<file path="src/include/spm_pkg.sv">
package spm_pkg;

  // pin sample vector, one bit per synchronised pin
  localparam int SYN_CS    = 0;
  localparam int SYN_SCK   = 1;
  localparam int SYN_SI    = 2;
  localparam int SYN_HOLD  = 3;
  localparam int SYN_GUARD = 4;
  localparam int SYN_W     = 5;
  // cs and sck low, si low, pause and guard high
  localparam logic [SYN_W-1:0] SYNC_RST = 5'h18;

  // instruction codes, msb first on the wire
  localparam logic [7:0] OP_SET_LATCH   = 8'h06;
  localparam logic [7:0] OP_CLEAR_LATCH = 8'h04;
  localparam logic [7:0] OP_STATUS_READ = 8'h05;
  localparam logic [7:0] OP_STATUS_PROG = 8'h01;

  // status field positions
  localparam int ST_PEN     = 7;
  localparam int ST_BL_HI   = 3;
  localparam int ST_BL_LO   = 2;
  localparam int ST_LATCH   = 1;
  localparam int ST_BUSY    = 0;
  localparam logic [7:0] ST_ALL_ONES = 8'hff;

  // lock select encodings
  localparam logic [1:0] LOCK_NONE = 2'h0;
  localparam logic [1:0] LOCK_QTR  = 2'h1;
  localparam logic [1:0] LOCK_HALF = 2'h2;
  localparam logic [1:0] LOCK_ALL  = 2'h3;
  localparam logic [1:0] QTR_TOP   = 2'h3;

  // nonvolatile bits after power-up
  localparam logic       PEN_RST = 1'b0;
  localparam logic [1:0] BL_RST  = 2'h0;

  // bit counting within one selected sequence
  localparam logic [4:0] BIT_OPCODE_LAST = 5'h07;
  localparam logic [4:0] BIT_OPCODE_END  = 5'h08;
  localparam logic [4:0] BIT_PROG_END    = 5'h10;
  localparam logic [4:0] BIT_MAX         = 5'h1f;

  // self-timed program cycle
  localparam int PROG_TIME_US = 5000;
  localparam int CLK_MHZ      = 20;
  localparam int PROG_CYCLES  = PROG_TIME_US * CLK_MHZ;
  localparam int TIMER_W      = 24;
  typedef logic [TIMER_W-1:0] spm_tmr_t;

  typedef enum logic [1:0] {
    mode_idle,
    mode_opcode,
    mode_read,
    mode_skip
  } spm_mode_t;

  typedef struct packed {
    logic cs_n;
    logic sck;
    logic si;
    logic hold_n;
    logic guard_n;
  } spm_pins_t;

  typedef struct packed {
    spm_mode_t  mode;
    logic       cs_q;
    logic       sck_q;
    logic       guard_q;
    logic [4:0] bit_cnt;
    logic [7:0] shreg;
    logic [7:0] opcode;
    logic [7:0] pend;
    logic [2:0] out_cnt;
    logic [7:0] out_sh;
    logic       so;
    logic       so_oe;
    logic       latch;
    logic       pen;
    logic [1:0] bl;
    logic       busy_sr;
    spm_tmr_t   timer;
    logic       guard_fell;
    logic       addr_locked;
  } spm_state_t;

  localparam spm_state_t SPM_ST_RST = '{
    mode    : mode_idle,
    guard_q : 1'b1,
    pen     : PEN_RST,
    bl      : BL_RST,
    default : '0
  };

endpackage

</file>
<file path="src/design/spm_port.sv">
`timescale 1ns/100ps
// Notes on behaviour
// output driven, changes on falling clock
// sample input on rising edges after select
// deselected means output released, standby
// nothing accepted before first select fall
// guard low with enable blocks status program
// guard fall while selected aborts status program
// enable clear makes guard pin ignored
// pause freezes sequence while selected
// host moves pause only with clock low
// resume at same bit after pause
// eight bit instruction register per sequence
// host keeps select, pause, guard steady
// all bytes travel msb first
// stopped serial clock is harmless
// no program completes without latch
// set and clear latch instructions
// latch clears at reset and cycle end
// status readable any time, even busy
// status layout enable, locks, latch, busy
// latch and busy flags read only
// busy reads one, others one meanwhile
// lock select protects quarters of array
// set latch 06, clear latch 04
// status read 05, status program 01
// host writes zeros in unused bits
// busy and latch clear together
module spm_port #(
  parameter int PROG_CYCLES = spm_pkg::PROG_CYCLES
) (
  input  wire logic       clk,
  input  wire logic       rst,
  input  wire logic       cs_n,
  input  wire logic       sck,
  input  wire logic       si,
  input  wire logic       hold_n,
  input  wire logic       write_guard_n,
  input  wire logic       array_busy,
  input  wire logic       array_prog_done,
  input  wire logic [1:0] addr_quarter,
  output logic            so,
  output logic            so_oe,
  output logic            prog_enable,
  output logic            prog_busy,
  output logic            guard_pin_enable,
  output logic [1:0]      lock_sel,
  output logic            addr_locked
);

  spm_pkg::spm_state_t s;
  spm_pkg::spm_state_t next_s;
  spm_pkg::spm_pins_t  pins_raw;
  spm_pkg::spm_pins_t  pins;
  logic [spm_pkg::SYN_W-1:0] pins_q;

  logic       sck_rise;
  logic       sck_fall;
  logic       cs_fall;
  logic       cs_rise;
  logic       active;
  logic       paused;
  logic       rise_ok;
  logic       fall_ok;
  logic       busy_any;
  logic       guard_block;
  logic [7:0] status_word;
  logic [7:0] byte_in;

  // pin vector by name; the synchroniser input below takes these pins in reverse bit order
  always_comb begin
    pins_raw         = '0;
    pins_raw.cs_n    = cs_n;
    pins_raw.sck     = sck;
    pins_raw.si      = si;
    pins_raw.hold_n  = hold_n;
    pins_raw.guard_n = write_guard_n;
  end

  spm_sync #(
    .W       (spm_pkg::SYN_W),
    .RST_VAL (spm_pkg::SYNC_RST)
  ) u_sync (
    .clk (clk),
    .rst (rst),
    .d   ({pins_raw.guard_n, pins_raw.hold_n, pins_raw.si,
           pins_raw.sck, pins_raw.cs_n}),
    .q   (pins_q)
  );

  // unpack synchronised pins
  always_comb begin
    pins         = '0;
    pins.cs_n    = pins_q[spm_pkg::SYN_CS];
    pins.sck     = pins_q[spm_pkg::SYN_SCK];
    pins.si      = pins_q[spm_pkg::SYN_SI];
    pins.hold_n  = pins_q[spm_pkg::SYN_HOLD];
    pins.guard_n = pins_q[spm_pkg::SYN_GUARD];
  end

  // edge finding on the sampled serial clock and select
  assign sck_rise = pins.sck & ~s.sck_q;
  assign sck_fall = ~pins.sck & s.sck_q;
  // select fall needs a seen high first
  assign cs_fall  = ~pins.cs_n & s.cs_q;
  assign cs_rise  = pins.cs_n & ~s.cs_q;
  assign active   = ~pins.cs_n & ~s.cs_q & (s.mode != spm_pkg::mode_idle);
  // pause gates every serial edge
  assign paused   = active & ~pins.hold_n;
  // edges only, so the serial clock may slow down or stop
  assign rise_ok  = active & pins.hold_n & sck_rise;
  assign fall_ok  = active & pins.hold_n & sck_fall;
  assign busy_any = s.busy_sr | array_busy;
  // msb arrives first, shifted in from the right
  assign byte_in  = {s.shreg[6:0], pins.si};

  // guard low with enable set refuses status program
  // any guard fall during the frame also refuses
  // enable clear leaves the guard pin without effect
  assign guard_block = s.pen & (~pins.guard_n | s.guard_fell);

  // status image as read back
  always_comb begin
    status_word = '0;
    // field placement in the status byte
    status_word[spm_pkg::ST_PEN]   = s.pen;
    status_word[spm_pkg::ST_BL_HI] = s.bl[1];
    status_word[spm_pkg::ST_BL_LO] = s.bl[0];
    // read-only flags from the latch state and busy_any, which also takes the array_busy input
    status_word[spm_pkg::ST_LATCH] = s.latch;
    status_word[spm_pkg::ST_BUSY]  = busy_any;
    // all ones while programming
    if (busy_any) begin
      status_word = spm_pkg::ST_ALL_ONES;
    end
  end

  // whole next state of the port
  always_comb begin
    next_s         = s;
    next_s.cs_q    = pins.cs_n;
    next_s.sck_q   = pins.sck;
    next_s.guard_q = pins.guard_n;

    // frame start resets the bit position
    if (cs_fall) begin
      next_s.mode       = spm_pkg::mode_opcode;
      next_s.bit_cnt    = '0;
      next_s.out_cnt    = '0;
      next_s.guard_fell = 1'b0;
    end

    // guard falls seen while selected
    if (~pins.cs_n & ~pins.guard_n & s.guard_q) begin
      next_s.guard_fell = 1'b1;
    end

    // input bits taken on rising serial clock
    if (rise_ok) begin
      next_s.shreg = byte_in;
      if (s.bit_cnt != spm_pkg::BIT_MAX) begin
        next_s.bit_cnt = s.bit_cnt + 5'h01;
      end
      // eighth bit completes the instruction
      if ((s.mode == spm_pkg::mode_opcode) &&
          (s.bit_cnt == spm_pkg::BIT_OPCODE_LAST)) begin
        next_s.opcode = byte_in;
        // status read accepted even when busy
        if (byte_in == spm_pkg::OP_STATUS_READ) begin
          next_s.mode = spm_pkg::mode_read;
        end else begin
          next_s.mode = spm_pkg::mode_skip;
        end
      end
    end

    // output bit changes on the falling clock
    if (fall_ok && (s.mode == spm_pkg::mode_read)) begin
      if (s.out_cnt == 3'h0) begin
        next_s.so     = status_word[7];
        next_s.out_sh = {status_word[6:0], 1'b0};
      end else begin
        next_s.so     = s.out_sh[7];
        next_s.out_sh = {s.out_sh[6:0], 1'b0};
      end
      next_s.out_cnt = s.out_cnt + 3'h1;
    end

    // select rise ends the frame and acts on it
    if (cs_rise) begin
      next_s.mode = spm_pkg::mode_idle;
      // latch set or cleared on exact length frame
      // latch instruction codes
      if (!busy_any && (s.bit_cnt == spm_pkg::BIT_OPCODE_END)) begin
        if (s.opcode == spm_pkg::OP_SET_LATCH) begin
          next_s.latch = 1'b1;
        end else if (s.opcode == spm_pkg::OP_CLEAR_LATCH) begin
          next_s.latch = 1'b0;
        end
      end
      // status program needs one data byte
      // latch must be set to start the cycle
      if (!busy_any && (s.bit_cnt == spm_pkg::BIT_PROG_END) &&
          (s.opcode == spm_pkg::OP_STATUS_PROG) && s.latch &&
          !guard_block) begin
        next_s.busy_sr = 1'b1;
        next_s.pend    = s.shreg;
        next_s.timer   = spm_pkg::spm_tmr_t'(PROG_CYCLES - 1);
      end
    end

    // self-timed status program cycle
    if (s.busy_sr) begin
      if (s.timer == '0) begin
        next_s.pen = s.pend[spm_pkg::ST_PEN];
        next_s.bl  = s.pend[spm_pkg::ST_BL_HI:spm_pkg::ST_BL_LO];
        // busy and latch drop in one step
        // latch cleared at end of write cycle
        next_s.busy_sr = 1'b0;
        next_s.latch   = 1'b0;
      end else begin
        next_s.timer = s.timer - spm_pkg::spm_tmr_t'(1);
      end
    end

    // sector program completion clears latch
    if (array_prog_done) begin
      next_s.latch = 1'b0;
    end

    // released whenever deselected
    next_s.so_oe = ~pins.cs_n & (next_s.mode == spm_pkg::mode_read);

    // quarter protection from lock select
    unique case (s.bl)
      spm_pkg::LOCK_NONE: next_s.addr_locked = 1'b0;
      spm_pkg::LOCK_QTR:  next_s.addr_locked =
                            (addr_quarter == spm_pkg::QTR_TOP);
      spm_pkg::LOCK_HALF: next_s.addr_locked = addr_quarter[1];
      spm_pkg::LOCK_ALL:  next_s.addr_locked = 1'b1;
    endcase
  end

  // paused state is simply held
  always_ff @(posedge clk) begin
    if (rst) begin
      s <= spm_pkg::SPM_ST_RST;
    end else begin
      s <= next_s;
    end
  end

  // outputs straight from state
  assign so               = s.so;
  assign so_oe            = s.so_oe;
  assign prog_enable      = s.latch;
  assign prog_busy        = s.busy_sr;
  assign guard_pin_enable = s.pen;
  assign lock_sel         = s.bl;
  assign addr_locked      = s.addr_locked;

  // checks on the running design
  a_desel_release: assert property (@(posedge clk) disable iff (rst)
    pins.cs_n |=> !so_oe)
    else $error("output enabled while deselected");

  a_so_falling: assert property (@(posedge clk) disable iff (rst)
    (s.so_oe && !fall_ok) |=> (s.so == $past(s.so)))
    else $error("serial output moved off a falling edge");

  a_bit_advance: assert property (@(posedge clk) disable iff (rst)
    (rise_ok && !cs_fall && (s.bit_cnt < spm_pkg::BIT_PROG_END))
      |=> (s.bit_cnt == $past(s.bit_cnt) + 5'h01))
    else $error("rising edge not counted");

  a_pause_hold: assert property (@(posedge clk) disable iff (rst)
    paused |=> ($stable(s.bit_cnt) && $stable(s.shreg) && $stable(s.so)))
    else $error("sequence moved during pause");

  a_start_latch: assert property (@(posedge clk) disable iff (rst)
    $rose(s.busy_sr) |-> $past(s.latch))
    else $error("program cycle started without latch");

  a_start_guard: assert property (@(posedge clk) disable iff (rst)
    $rose(s.busy_sr) |-> !($past(s.pen) && !$past(pins.guard_n)))
    else $error("status program under guard");

  a_guard_abort: assert property (@(posedge clk) disable iff (rst)
    $rose(s.busy_sr) |-> !($past(s.pen) && $past(s.guard_fell)))
    else $error("guard fall did not abort");

  a_latch_source: assert property (@(posedge clk) disable iff (rst)
    $rose(s.latch) |-> ($past(s.opcode) == spm_pkg::OP_SET_LATCH) &&
                       ($past(s.mode) != spm_pkg::mode_idle))
    else $error("latch set without set instruction");

  a_done_clears: assert property (@(posedge clk) disable iff (rst)
    array_prog_done |=> !s.latch)
    else $error("latch survived program completion");

  a_end_together: assert property (@(posedge clk) disable iff (rst)
    $fell(s.busy_sr) |-> !s.latch)
    else $error("latch still set at cycle end");

  a_lock_all: assert property (@(posedge clk) disable iff (rst)
    (s.bl == spm_pkg::LOCK_ALL) |=> s.addr_locked)
    else $error("whole array not locked");

  c_status_prog: cover property (@(posedge clk) disable iff (rst)
    $rose(s.busy_sr));
  c_status_read: cover property (@(posedge clk) disable iff (rst)
    $rose(s.so_oe));
  c_pause: cover property (@(posedge clk) disable iff (rst)
    paused ##1 !paused);
  c_guard_abort: cover property (@(posedge clk) disable iff (rst)
    cs_rise && s.guard_fell && s.pen);

endmodule

</file>
<file path="src/design/spm_sync.sv">
`timescale 1ns/100ps
module spm_sync #(
  parameter int             W       = 1,
  parameter logic [W-1:0]   RST_VAL = '0
) (
  input  wire logic         clk,
  input  wire logic         rst,
  input  wire logic [W-1:0] d,
  output logic      [W-1:0] q
);

  typedef struct packed {
    logic [W-1:0] s1;
    logic [W-1:0] s2;
  } spm_sync_st_t;

  spm_sync_st_t r;
  spm_sync_st_t next_r;

  // two stages; only the second stage is read outside
  always_comb begin
    next_r    = r;
    next_r.s1 = d;
    next_r.s2 = r.s1;
  end

  always_ff @(posedge clk) begin
    if (rst) begin
      r <= '{s1: RST_VAL, s2: RST_VAL};
    end else begin
      r <= next_r;
    end
  end

  assign q = r.s2;

endmodule

</file>
<file path="config.mk">
export PLATFORM = sky130hd
export DESIGN_NAME = spm_port
export DESIGN_NICKNAME = d
export VERILOG_FILES = /design/src/include/spm_pkg.sv /design/src/design/spm_port.sv /design/src/design/spm_sync.sv
export SDC_FILE = /design/constraint.sdc
export NUM_CORES = 1
export LEC_CHECK = 0
export BUFFER_PORTS_ARGS = -buffer_cell sky130_fd_sc_hd__buf_2
export CAP_MARGIN = 25
export CELL_PAD_IN_SITES_DETAIL_PLACEMENT = 1
export CELL_PAD_IN_SITES_GLOBAL_PLACEMENT = 2
export CORE_ASPECT_RATIO = 0.9
export CORE_MARGIN = 2
export CORE_UTILIZATION = 35
export CTS_BUF_LIST = sky130_fd_sc_hd__clkbuf_8
export DETAILED_ROUTE_END_ITERATION = 7
export HOLD_SLACK_MARGIN = 0.12
export PLACE_DENSITY = 0.81
export SKIP_LAST_GASP = 1
export SLEW_MARGIN = 30
export SYNTH_ARGS = -nofsm -noshare
export SYNTH_HDL_FRONTEND = slang
export SYNTH_SLANG_ARGS = --single-unit
</file>
<file path="constraint.sdc">
create_clock -name clk -period 2.5 [get_ports clk]
set_input_delay 0 -clock clk [delete_from_list [all_inputs] [get_ports clk]]
set_output_delay 0 -clock clk [all_outputs]
set_load 0.03 [all_outputs]
</file>
; Word level (Yosys, flattened, before mapping)
; Cells that the tools add are included.
[op_classes]
n_bitwise = 20
eq_ne = 15
muxes = 25
reduce_logical = 19
addsub = 3
[op_table]
columns = cell, n
row1 = two-way mux 25 bit, 2
row2 = two-way mux 29 bit, 1
row3 = "== test 8 x 3 -> 1 bit, second input constant", 3
row4 = zero test 24 bit, 1
row5 = two-way mux 24 bit, 1
row6 = "subtractor 24 x 1 -> 24 bit, second input constant", 1
row7 = two-way mux 21 bit, 1
row8 = two-way mux 8 bit, 2
row9 = two-way mux 5 bit, 3
row10 = AND 1 bit, 13
row11 = two-way mux 12 bit, 1
row12 = "== test 2 bit, second input constant", 5
row13 = two-way mux 9 bit, 1
row14 = "== test 8 x 1 -> 1 bit, second input constant", 1
row15 = two-way mux 2 bit, 4
row16 = logical AND 1 bit, 7
row17 = two-way mux 1 bit, 7
row18 = AND reduction 2 bit, 3
row19 = nonzero test 2 bit, 3
row20 = "adder 5 x 1 -> 5 bit, second input constant", 1
row21 = "== test 5 x 3 -> 1 bit, second input constant", 1
row22 = "== test 5 x 4 -> 1 bit, second input constant", 1
row23 = "== test 5 bit, second input constant", 1
row24 = "!= test 5 bit, second input constant", 1
row25 = 10 further kinds, 17
[totals]
regBits = 88
output_inout_bits = 8
input_bits = 11

; Logic depth before layout (Yosys ltp)
[depth]
word_depth = 10
depth_mapped = 9
mapped_depth_nobuf = 7

; Hierarchy
; A second synthesis with hierarchy kept.
[hier_totals]
hier_cells = 406
area_unflattened_um2 = 3739.8
[modules_own_cells]
columns = mod, cells_per_inst, n_inst, seq_area_each_um2, area_per_inst_um2
row1 = spm_port, 386, 1, 1441.4, 3477.1
row2 = spm_sync, 20, 1, 200.2, 262.8

; Worst setup path after synthesis
; No wires, ideal clock.
[synth_path]
path_type = register to register
start = reg s[2] (netlist name)
end = reg s[5] (netlist name)
t_arrival_ps = 1958
stages_incl_launch_ff = 10
path_slack_ps = 446
required_time_ps = 2404
n_path_buf = 2
setup_ps = 96
path_cell_list = dfxtp_1 -> inv_1 -> ha_1 -> nor3b_1 -> and4_1 -> a21o_1 -> buf_6 -> buf_6 -> nor2_1 -> o41ai_2
[synth_between]
elab_chain_cells = 3
elab_cells_between_ends = 4
cone_classes = add/sub: 1 / mux: 2 / reduce/logical: 1
[synth_rtl]
columns = item, line
row1 = from (decl), spm_port.sv:51  ; spm_pkg::spm_state_t s;
row2 = from (signal assigned), spm_port.sv:247  ; s <= spm_pkg::SPM_ST_RST;
row3 = from (signal assigned), spm_port.sv:249  ; s <= next_s;
row4 = subtractor 24 x 1 -> 24 bit / zero test 24 bit (equally long branches), "spm_port.sv:222, spm_port.sv:214"
row5 = two-way mux 24 bit (*), spm_port.sv:214  ; if (s.timer == '0) begin
row6 = two-way mux 29 bit (*), spm_port.sv:213  ; if (s.busy_sr) begin
; Mark *: on every way between the ends. The rest lies on a longest branch, timed or not.
; A chain may end at the register's enable or synchronous reset.

; Final worst setup path
[layout_path]
start = reg s[2] (netlist name)
end = reg s[10] (netlist name)
; The elaborated chain is that of the path after synthesis.

==> flow_metrics.env <==
export IMPL_relSlewSlack_pct=57.7
export IMPL_period_needed_ns=2.25
export IMPL_period_share_pct=90.0
export IMPL_r2r_start="s[2]"
export IMPL_initial_core_util_pct=36.4
export IMPL_worstPathArrival_ns=2.52
export IMPL_critPathSlowestCell="and4_1"
export IMPL_cts_tree="done"
export IMPL_clock_latency_ns=0.37
export IMPL_die_w_um=113
export IMPL_dp_final_hpwl_mm=6.72
export IMPL_grt_usage_pct=17.7
export IMPL_hold_viol_final=0
export IMPL_status="complete, but fails checks"
export IMPL_worstHoldPathType="input pin to flop"
export IMPL_setup_worst_path_start_class="flop"
export IMPL_finalSetupTns_ns=0
export IMPL_power_density_nw_per_um2=550
export IMPL_grt_pass1_wl_mm=16.1
export IMPL_io_pins=19
export IMPL_path_cells="inv_1 > ha_1 > nor3b_1 > and4_1 > a21o_2 > nand2b_1 > o32ai_1"
export IMPL_post_synth_top_count_cell="dfxtp_1"
export IMPL_violations="DRC"
export IMPL_dieArea_um2=11600
export IMPL_max_stage_delay_ns=0.37
export IMPL_synthFlopType="dfxtp_1"
export IMPL_final_area_um2=4360
export IMPL_crit_path_start="s[2]"
export IMPL_cts_max_level=3
export IMPL_end_kind="flop"
export IMPL_design_core_area_um2=10300
export IMPL_crit_required_ns=2.77
export IMPL_async_reset_ff_share_pct=0
export IMPL_synth_common_cells="dfxtp_1, nor2_1, mux2i_1, a21oi_1, nor3_1"
export IMPL_holdPathStages=4
export IMPL_hold_ws_ns=0.217
export IMPL_cp_buffers_inverters=1
export IMPL_portBuffers=18
export IMPL_placed_area_um2=4020
export IMPL_clk_root_buffer_cell="clkbuf_8"
export IMPL_grt_pass1_vias=3154
export IMPL_fp_dieH_um=102
export IMPL_first_pass_iters=6
export IMPL_ys_seq_area_share_pct=43.6
export IMPL_yosysTopAreaCellShare_pct=43.6
export IMPL_area_growth_synth_to_final_pct=15.9
export IMPL_ys_warn_count=0
export IMPL_crit_cells=7
export IMPL_synth_cell_area_um2=3760
export IMPL_grt_max_degree=32
export IMPL_ir_drop_v=0.000290
export IMPL_setup_slack_ns=0.251
export IMPL_drive_above_1_share_pct=17.4
export IMPL_dpl_worst_slack_ns=0.117
export IMPL_clk_path_buf_depth=2
export IMPL_fmax_mhz=445
export IMPL_tightest_slew_ns=0.634
export IMPL_ys_top_cells_by_area="dfxtp_1, mux2i_1, nor2_1"
export IMPL_netlist_instances=401
export IMPL_numCtsBuffers=9
export IMPL_worstSetupPathType="flop to flop"
export IMPL_vias=3097
export IMPL_synth_edf_count=0
export IMPL_gp_congestion=0.797
export IMPL_grt_overflow=0
export IMPL_synth_seq_cells=82
export IMPL_slew_viol_final=0
export IMPL_r2r_cells=7
export IMPL_yosysUniqueCellTypes=61
export IMPL_clk_pin_slew_ns=0.09
export IMPL_viasPerCell=5.42
export IMPL_cp_max_fo=16
export IMPL_synth_area_leader_cell="dfxtp_1"
export IMPL_wl_per_cell_um=16.6
export IMPL_wl_mm=9.46
export IMPL_fin_nets=454
export IMPL_maxCapViolCount=0
export IMPL_antenna_found_initial=0
export IMPL_setup_violations=0
export IMPL_ant_nets=0
export IMPL_rsz0062_at_grt="no"
export IMPL_p_leak_nw=1.63
export IMPL_fin_skew_ns=0.0148
export IMPL_syn_avg_cell_area_um2=9.38
export IMPL_nFillCells=1224
export IMPL_clock_sinks=82
export IMPL_crit_family="simple AND/OR/NAND/NOR gates"
export IMPL_route_detailed_drc=2
export IMPL_n_antenna_cell=0
export IMPL_drtIter0Drc=148
export IMPL_min_from="array_busy"
export IMPL_synth_net_count=418
export IMPL_rows=35
==> routing by layer <==
layer  vias up  track usage [%]  part of all wire, %
li1       1549                -                    -
met1      1500             23.9                   51
met2        38             28.0                   45
met3        10             4.80                  3.5
met4         0             4.97                  1.1
met5         -                0                    0
==> worst reg2reg max path, stage by stage (launching register included) <==
cell and delay (ns):
dfxtp_1 0.34, inv_1 0.10, ha_1 0.22, nor3b_1 0.34, and4_1 0.37, a21o_2 0.35
nand2b_1 0.17, o32ai_1 0.26
==> per-stage QoR <==
| step | utilization [%] | cells | total power, mW |
|---|---|---|---|
| final | 42.2 | 571 | 2.40 |
| after global routing | 42.2 | 571 | 2.50 |
| after CTS | 41.9 | 569 | 2.44 |
| after detailed placement | 38.9 | 542 | 1.42 |
| after global placement | 38.9 | 542 | 1.42 |
| after floorplan | - | 401 | 1.40 |
==> flip-flops by register name (all words and copies together), names as in the netlist <==
register / flops
s: 57
byte_in: 7
u_sync.next_r: 5
u_sync.q: 5
lock_sel: 2
addr_locked: 1
guard_pin_enable: 1
prog_busy: 1
prog_enable: 1
so: 1
so_oe: 1
==> layout make-up <==
type                    instances  area, um2  share of cell area (%)
well taps                     129        161                    3.70
clock buffers                  10        138                    3.16
flip-flops and latches         82       1640                    37.7
repair buffers                 46        328                    7.52
clock inverters                 6       65.1                    1.49
multi-input cells             286       1980                    45.4
inverters                      12       45.0                    1.03
==> worst paths after layout <==
path | end | slack (ns)
setup reg to reg | s[10] | 0.25
hold reg to reg | u_sync.q[3] | 0.40
hold / removal | s[37] | 0.22
setup / recovery | s[10] | 0.25
==> cells by family after synthesis <==
| family | share of synthesized area (%) |
|---|---|
| flops | 43.6 |
| fa+ha+maj | 2.00 |
| compound gates | 15.3 |
| simple gates | 25.9 |
| mux | 8.28 |
| xor+xnor | 0.699 |
| buf+inv | 4.16 |
==> repair_timing <==
item / CTS / global route
setup buffers: 0 / 2
hold buffers: 11 / 0
resized for setup: 0 / 3
endpoints found under the setup margin: 0 / 13
endpoints found under the hold margin: 9 / 0
==> cells in the final DEF (no fill, tap or decap), types with 4 or more instances in the layout <==
master,count
buf_4,17
dlygate4sd3_1,11
and3_1,4
a31oi_1,4
a311oi_1,5
o21ai_0,5
or2_2,8
o32ai_1,4
nand2b_1,13
mux2i_1,30
clkbuf_8,10
or4_1,4
ha_1,6
nor4_1,9
nor2b_1,10
inv_1,12
nor3_1,17
nand3_1,7
nor2_1,55
a211oi_1,8
dfxtp_1,82
nand2_1,9
a21oi_1,22
or3_1,7
buf_2,18
o41ai_1,4
==> power by group <==
part / internal, mW / switching (mW)
registers: 1.31 / 0.00564
clock network: 0.490 / 0.507
logic: 0.0355 / 0.0449
Power figures use the tool's default switching activity.
